## src/verilog/cpg_defines.vh

```
`ifndef CPG_DEFINES_VH
`define CPG_DEFINES_VH

// register offsets on the control port
`define CPG_OFF_RX_GAIN      8'h14
`define CPG_OFF_TX_GAIN      8'h15
`define CPG_OFF_RING_CTRL1   8'h16

// reset values
`define CPG_RST_RX_GAIN      8'h00
`define CPG_RST_TX_GAIN      8'h00
`define CPG_RST_RING_CTRL1   8'h96

// ring_validation_control_one fields
`define CPG_DELAY_LO_MSB     7
`define CPG_DELAY_LO_LSB     6
`define CPG_LIMIT_MSB        5
`define CPG_LIMIT_LSB        0

// gain field: value 64 is unity, result is shifted down by 6
`define CPG_GAIN_UNITY       8'h40
`define CPG_GAIN_SHIFT       6

// timing
`define CPG_CLK_HZ           50000000
`define CPG_TICK_MS          1
`define CPG_CYCLES_PER_MS    ((`CPG_CLK_HZ / 1000) * `CPG_TICK_MS)
`define CPG_DELAY_STEP_MS    256
`define CPG_DELAY_WIDTH      11

`endif

```

## src/verilog/cpg_ring_delay.v

```verilog
`include "cpg_defines.vh"

module cpg_ring_delay #(
  parameter CNT_W = `CPG_DELAY_WIDTH
) (
  // clock and reset
  input  wire             ref_clk,
  input  wire             rst,
  // timing and control
  input  wire             ms_tick,
  input  wire [2:0]       delay_code,
  input  wire             ring_validated,
  // indication
  output reg              ring_indicate
);

  localparam ST_IDLE = 2'b01;
  localparam ST_WAIT = 2'b10;

  reg [1:0]       state_reg;
  reg [1:0]       state_next;
  reg [CNT_W-1:0] ms_cnt_reg;
  reg [CNT_W-1:0] ms_cnt_next;
  reg [CNT_W-1:0] target_reg;
  reg [CNT_W-1:0] target_next;
  reg             ind_next;

  // code n waits n steps of 256 ms; codes between 010 and 111 follow the same line
  function [CNT_W-1:0] cpg_delay_ms;
    input [2:0]  code;
    reg   [31:0] full;
    begin
      full         = code * `CPG_DELAY_STEP_MS;
      cpg_delay_ms = full[CNT_W-1:0];
    end
  endfunction

  always @*
  begin
    state_next  = state_reg;
    ms_cnt_next = ms_cnt_reg;
    target_next = target_reg;
    ind_next    = 1'b0;
    case (state_reg)
      ST_IDLE:
      begin
        if (ring_validated)
        begin
          if (delay_code == 3'h0)
            ind_next = 1'b1;
          else
          begin
            ms_cnt_next = {CNT_W{1'b0}};
            target_next = cpg_delay_ms(delay_code);
            state_next  = ST_WAIT;
          end
        end
      end
      ST_WAIT:
      begin
        if (ring_validated)
        begin
          // a fresh validation restarts the wait with the current code
          ms_cnt_next = {CNT_W{1'b0}};
          target_next = cpg_delay_ms(delay_code);
          if (delay_code == 3'h0)
          begin
            ind_next   = 1'b1;
            state_next = ST_IDLE;
          end
        end
        else if (ms_tick)
        begin
          ms_cnt_next = ms_cnt_reg + 1'b1;
          if (ms_cnt_reg + 1'b1 == target_reg)
          begin
            ind_next   = 1'b1;
            state_next = ST_IDLE;
          end
        end
      end
      default:
      begin
        state_next = ST_IDLE;
      end
    endcase
  end

  always @(posedge ref_clk)
  begin
    if (rst)
    begin
      state_reg     <= ST_IDLE;
      ms_cnt_reg    <= {CNT_W{1'b0}};
      target_reg    <= {CNT_W{1'b0}};
      ring_indicate <= 1'b0;
    end
    else
    begin
      state_reg     <= state_next;
      ms_cnt_reg    <= ms_cnt_next;
      target_reg    <= target_next;
      ring_indicate <= ind_next;
    end
  end

endmodule // cpg_ring_delay

```

## src/verilog/cpg_regs.v

```verilog
`include "cpg_defines.vh"

module cpg_regs #(
  parameter SAMPLE_W      = 16,
  parameter CYCLES_PER_MS = `CPG_CYCLES_PER_MS
) (
  // clock and reset
  input  wire                ref_clk,
  input  wire                rst,
  // control port
  input  wire [7:0]          reg_addr,
  input  wire [7:0]          reg_wdata,
  input  wire                reg_wr,
  input  wire                reg_rd,
  output reg  [7:0]          reg_rdata,
  output reg                 reg_rvalid,
  // ring delay top bit, held in another register outside this block
  input  wire                ring_delay_bit2,
  // ring validation
  input  wire                ring_validated,
  output wire                ring_indicate,
  output wire [5:0]          ring_interval_limit,
  // monitor sample paths
  input  wire [SAMPLE_W-1:0] rx_sample,
  input  wire [SAMPLE_W-1:0] tx_sample,
  input  wire                sample_valid,
  output reg  [SAMPLE_W-1:0] call_progress_monitor_out,
  output reg                 monitor_valid
);

  localparam PROD_W  = SAMPLE_W + 9;
  localparam SCALE_W = PROD_W - `CPG_GAIN_SHIFT;
  localparam SUM_W   = SCALE_W + 1;
  localparam TICK_W  = 20;

  // registers
  reg  [7:0]          monitor_receive_gain_reg;
  reg  [7:0]          monitor_tx_gain_reg;
  reg  [7:0]          ring_validation_control_one_reg;
  reg  [7:0]          rdata_next;

  // millisecond tick
  reg  [TICK_W-1:0]   tick_cnt_reg;
  reg                 ms_tick_reg;

  // monitor datapath
  wire signed [SCALE_W-1:0] rx_scaled;
  wire signed [SCALE_W-1:0] tx_scaled;
  wire signed [SUM_W-1:0]   mix_sum;
  wire [2:0]                delay_code;

  // linear gain: sample times field, divided by the unity value 64
  function signed [SCALE_W-1:0] cpg_scale;
    input signed [SAMPLE_W-1:0] s;
    input [7:0]                 g;
    reg signed [PROD_W-1:0]     p;
    begin
      p = s * $signed({1'b0, g});
      if (g == 8'h00)
        cpg_scale = {SCALE_W{1'b0}};
      else
        cpg_scale = p[PROD_W-1:`CPG_GAIN_SHIFT];
    end
  endfunction

  // clamp to the output width instead of wrapping on boosted peaks
  function [SAMPLE_W-1:0] cpg_sat;
    input signed [SUM_W-1:0] v;
    reg signed [SUM_W-1:0]   hi;
    reg signed [SUM_W-1:0]   lo;
    begin
      hi = $signed({{(SUM_W-SAMPLE_W+1){1'b0}}, {(SAMPLE_W-1){1'b1}}});
      lo = $signed({{(SUM_W-SAMPLE_W+1){1'b1}}, {(SAMPLE_W-1){1'b0}}});
      if (v > hi)
        cpg_sat = hi[SAMPLE_W-1:0];
      else if (v < lo)
        cpg_sat = lo[SAMPLE_W-1:0];
      else
        cpg_sat = v[SAMPLE_W-1:0];
    end
  endfunction

  // register writes
  always @(posedge ref_clk)
  begin
    if (rst)
    begin
      monitor_receive_gain_reg        <= `CPG_RST_RX_GAIN;
      monitor_tx_gain_reg             <= `CPG_RST_TX_GAIN;
      ring_validation_control_one_reg <= `CPG_RST_RING_CTRL1;
    end
    else if (reg_wr)
    begin
      case (reg_addr)
        `CPG_OFF_RX_GAIN:
        begin
          monitor_receive_gain_reg <= reg_wdata;
        end
        `CPG_OFF_TX_GAIN:
        begin
          monitor_tx_gain_reg <= reg_wdata;
        end
        `CPG_OFF_RING_CTRL1:
        begin
          ring_validation_control_one_reg <= reg_wdata;
        end
        default:
        begin
          // other offsets belong to other blocks
        end
      endcase
    end
  end

  // register reads
  always @*
  begin
    case (reg_addr)
      `CPG_OFF_RX_GAIN:
      begin
        rdata_next = monitor_receive_gain_reg;
      end
      `CPG_OFF_TX_GAIN:
      begin
        rdata_next = monitor_tx_gain_reg;
      end
      `CPG_OFF_RING_CTRL1:
      begin
        rdata_next = ring_validation_control_one_reg;
      end
      default:
      begin
        rdata_next = 8'h00;
      end
    endcase
  end

  always @(posedge ref_clk)
  begin
    if (rst)
    begin
      reg_rdata  <= 8'h00;
      reg_rvalid <= 1'b0;
    end
    else
    begin
      reg_rvalid <= reg_rd;
      if (reg_rd)
        reg_rdata <= rdata_next;
    end
  end

  assign ring_interval_limit =
    ring_validation_control_one_reg[`CPG_LIMIT_MSB:`CPG_LIMIT_LSB];

  // millisecond tick from the system clock
  always @(posedge ref_clk)
  begin
    if (rst)
    begin
      tick_cnt_reg <= {TICK_W{1'b0}};
      ms_tick_reg  <= 1'b0;
    end
    else if (tick_cnt_reg == CYCLES_PER_MS[TICK_W-1:0] - 1'b1)
    begin
      tick_cnt_reg <= {TICK_W{1'b0}};
      ms_tick_reg  <= 1'b1;
    end
    else
    begin
      tick_cnt_reg <= tick_cnt_reg + 1'b1;
      ms_tick_reg  <= 1'b0;
    end
  end

  assign delay_code = {ring_delay_bit2,
    ring_validation_control_one_reg[`CPG_DELAY_LO_MSB:`CPG_DELAY_LO_LSB]};

  cpg_ring_delay #(
    .CNT_W          (`CPG_DELAY_WIDTH)
  ) u_ring_delay (
    .ref_clk        (ref_clk),
    .rst            (rst),
    .ms_tick        (ms_tick_reg),
    .delay_code     (delay_code),
    .ring_validated (ring_validated),
    .ring_indicate  (ring_indicate)
  );

  // receive path: 64 is unity, 0 mutes, 255 about +12 dB
  assign rx_scaled = cpg_scale($signed(rx_sample),
                               monitor_receive_gain_reg);

  // transmit path uses the same law with its own field
  assign tx_scaled = cpg_scale($signed(tx_sample),
                               monitor_tx_gain_reg);

  assign mix_sum = {rx_scaled[SCALE_W-1], rx_scaled} +
                   {tx_scaled[SCALE_W-1], tx_scaled};

  always @(posedge ref_clk)
  begin
    if (rst)
    begin
      call_progress_monitor_out <= {SAMPLE_W{1'b0}};
      monitor_valid             <= 1'b0;
    end
    else
    begin
      monitor_valid <= sample_valid;
      if (sample_valid)
        call_progress_monitor_out <= cpg_sat(mix_sum);
    end
  end

endmodule // cpg_regs

```

## config.mk

```make
export PLATFORM = sky130hd
export DESIGN_NAME = cpg_regs
export DESIGN_NICKNAME = d
export VERILOG_FILES = /design/src/verilog/cpg_ring_delay.v /design/src/verilog/cpg_regs.v
export VERILOG_INCLUDE_DIRS = /design/src /design/src/verilog
export SDC_FILE = /design/constraint.sdc
export NUM_CORES = 1
export LEC_CHECK = 0
export BUFFER_PORTS_ARGS = -buffer_cell sky130_fd_sc_hd__buf_2
export CAP_MARGIN = 20
export CORE_MARGIN = 4
export CORE_UTILIZATION = 39
export CTS_CLUSTER_SIZE = 30
export DETAILED_ROUTE_END_ITERATION = 8
export SETUP_SLACK_MARGIN = 0.2
export SLEW_MARGIN = 20
export SYNTH_ARGS = -nofsm -noshare
export SYNTH_HDL_FRONTEND = slang
export SYNTH_SLANG_ARGS = --single-unit
export TNS_END_PERCENT = 30
```

## constraint.sdc

```tcl
create_clock -name ref_clk -period 9.3 [get_ports ref_clk]
set_input_delay 0.465 -clock ref_clk [delete_from_list [all_inputs] [get_ports ref_clk]]
set_output_delay 0.465 -clock ref_clk [all_outputs]
set_load 0.01 [all_outputs]
```

==> metrics.cfg <==
[clock_tree]
cts_buffer_depth = 2
cts_buffers = 9
clk_pin_slew_ns = 0.07
clk_latency_ns = 0.35
cts_num_sinks = 88
cts_tree = yes
post_cts_buffers = 0
cts_hold_buf = 0
clockRootBuffer = clkbuf_16
h-tree-depth = 3
cts_resized = 0

[sta]
hold_viol = 0
setup_tns_ns = 0
worstMarginPinSlew_ns = 0.918
rsz0062_at_grt = no
setup_viol = 0
fin_skew_ns = 0.0122
max_freq_ghz = 0.122
fin_ws_ns = 1.10
final_max_slew_viol_count = 0
max-slew-margin-rel_pct = 38.6
fin_crit_sh_pct = 88.2
min_period_ns = 8.20

[critical_path]
end_kind = flip-flop
slowest_delay_ns = 0.88
crit_family = compound AO/OA/AOI/OAI gates
crit_arrival_ns = 8.39
cp_num_buf_inv = 3
worstRegToRegCells = 26
crit_required_ns = 9.49
criticalPathCategory = reg2reg
path_max_fanout = 19
slowest_stage = o41ai_4
cp-start-kind = flip-flop
crit_cells = 26
crit_top_cell = fa_1

[layout]
drive_above_1_share_pct = 7.23
fillers = 3568
fin_nets = 2085
largest_reg_flops = 20
antenna_cells = 0
area_growth_pct = 7.70

[min_path]
hold_depth = 3
min_path_type = in2reg

[routing]
detail_route.iter0.violations = 582
drc = 0
wirelength_um = 31300
ant_nets = 0
wl_per_cell_um = 14.4
first_pass_iters = 5
via_count = 10800
via_per_inst = 4.99

[die]
die_x_um = 196
num_rows = 68
start_util_pct = 39.8
io_pins = 88
die_area_um2 = 38500
die_h_um = 196
core_um2 = 34800

[power_and_ir_drop]
total_leakage_power_nw = 7.63
power_density_nw_per_um2 = 55.5
irDropWorstVdd_uv = 72.6

[global_route]
gr-total-overflow = 0
grt_usage_pct = 16.9
grtUsageMet2_pct = 29.9
antenna_found_initial = 0
met1_usage_pct = 22.3
top_usage_layer = met2
grt_pass1_wl_um = 54300
grt_pass1_vias = 11300
grt_max_degree = 84
use_met3_pct = 2.19

[synthesis]
synth_cell_types = 60
synth_edf_count = 0
synth_area_per_cell_um2 = 8.29
ys_seq_elements = 88
synthArstFlopShare_pct = 0
synthCells = 1669
yosysSeqAreaShare_pct = 12.7
syn_area_um2 = 13800
synth_ff_type = dfxtp_1
syn_nets = 2043
ys.warnings.count = 0

[placed_design]
dpl_worst_slack_ns = 1.13
port_buffers = 87
dp_hpwl_um = 25900
place_congestion = 0.851

[run_status]
status = finished clean

[run]
drv_cap = 0

-- cell usage in the layout (no fill, tap or decap), types with 11 or more instances in the layout --
master / instances
nor2_1: 142
mux2i_1: 27
xor2_1: 27
nor4_1: 12
and3_1: 12
a21oi_1: 67
nor2b_1: 19
nand2_1: 176
a21o_1: 17
o21ai_0: 41
nand2b_1: 15
nor3_1: 23
buf_2: 87
and2_1: 128
ha_1: 116
or3_1: 16
fa_1: 203
xnor2_1: 40
dfxtp_1: 88
nand3_1: 22
inv_1: 297
a211oi_1: 11
o32ai_1: 15
-- kinds of logic after synthesis --
kind of cell,share of synthesized area [%]
AOI/OAI and AO/OA,9.89
DFF,12.7
xor gates and xnor gates,4.24
and+or+nand+nor,21.2
adders and majority gates,39.9
buffers and inverters,9.99
muxes,2.04
-- cells in the mapped netlist (3+ instances only) --
master	count	area, um2
a211o_1	7	61.3
a211oi_1	11	82.6
a21o_1	17	128
a21oi_1	67	335
a311oi_1	3	26.3
and2_1	128	801
and3_1	12	75.1
buf_1	4	15.0
buf_2	3	15.0
buf_4	6	45.0
clkbuf_1	48	180
dfxtp_1	88	1760
fa_1	203	4060
ha_1	116	1450
inv_1	297	1110
mux2i_1	27	270
nand2_1	176	661
nand2b_1	15	93.8
nand3_1	22	110
nand4_1	8	50.1
nor2_1	142	533
nor2b_1	19	119
nor3_1	23	115
nor3b_1	6	45.0
nor4_1	12	75.1
o211ai_1	9	67.6
o21a_1	8	60.1
o21ai_0	41	205
o21ai_1	3	15.0
o21bai_1	6	45.0
o31ai_1	4	30.0
o32ai_1	15	131
or2_2	5	31.3
or3_1	16	100
or4_1	7	52.6
xnor2_1	40	350
xor2_1	27	236
-- cell type report --
class | instances | area (um2) | area share, %
Clock buffer | 10 | 239 | 1.60
Clock inverter | 6 | 42.5 | 0.286
Inverter | 297 | 1110 | 7.48
Multi-Input combinational cell | 1222 | 10700 | 71.8
Sequential cell | 88 | 1760 | 11.8
Tap cell | 455 | 569 | 3.82
Timing Repair Buffer | 93 | 480 | 3.23
-- worst reg2reg max path, delay by kind of cell (launching register included) --
kind                       cells  cell delay (ns)
AOI/OAI and AO/OA             10             3.02
adders and majority gates      6             2.82
buffers and inverters          3             0.15
DFF                            1             0.78
and+or+nand+nor                7             1.27
-- worst paths after layout --
| kind | startpoint | to | slack, ns |
|---|---|---|---|
| worst max register to register | monitor_tx_gain_reg[2]$_SDFFE_PP0P_ | call_progress_monitor_out[1]$_SDFFE_PP0P_ | 1.10 |
| worst min-delay path | ring_delay_bit2 | u_ring_delay.target_reg[10]$_SDFFE_PP0P_ | 0.39 |
| worst min register to register | tick_cnt_reg[0]$_SDFF_PP0_ | tick_cnt_reg[0]$_SDFF_PP0_ | 0.45 |
| worst max-delay path | monitor_tx_gain_reg[2]$_SDFFE_PP0P_ | call_progress_monitor_out[1]$_SDFFE_PP0P_ | 1.10 |
-- through the flow --
stage | instances | hold WS [ns] | total power, W | area, um2 | utilization (%)
floorplan | 1669 | 0.418 | 0.000442 | 13800 | -
global placement | 2155 | 0.431 | 0.000486 | 14600 | 42.0
detailed placement | 2155 | 0.435 | 0.000487 | 14600 | 42.0
CTS | 2171 | 0.371 | 0.000840 | 14900 | 42.8
global route | 2171 | 0.392 | 0.000864 | 14900 | 42.8
finish | 2171 | 0.390 | 0.000827 | 14900 | 42.8
-- where the power goes --
group	leakage (nW)	switching (W)	total, W	internal (W)
Combinational	6.78	0.0000598	0.0000885	0.0000288
Clock	0.135	0.000159	0.000349	0.000189
Sequential	0.714	0.00000547	0.000390	0.000384
Total	7.63	0.000225	0.000827	0.000602
-- metal layers --
| metal | up-vias | share of wire [%] |
|---|---|---|
| li1 | 5349 | - |
| met1 | 5273 | 45 |
| met2 | 186 | 50 |
| met3 | 27 | 4.0 |
| met4 | 0 | 1.4 |
| met5 | - | 0 |
Note: power is estimated with default switching activity, not from simulation.
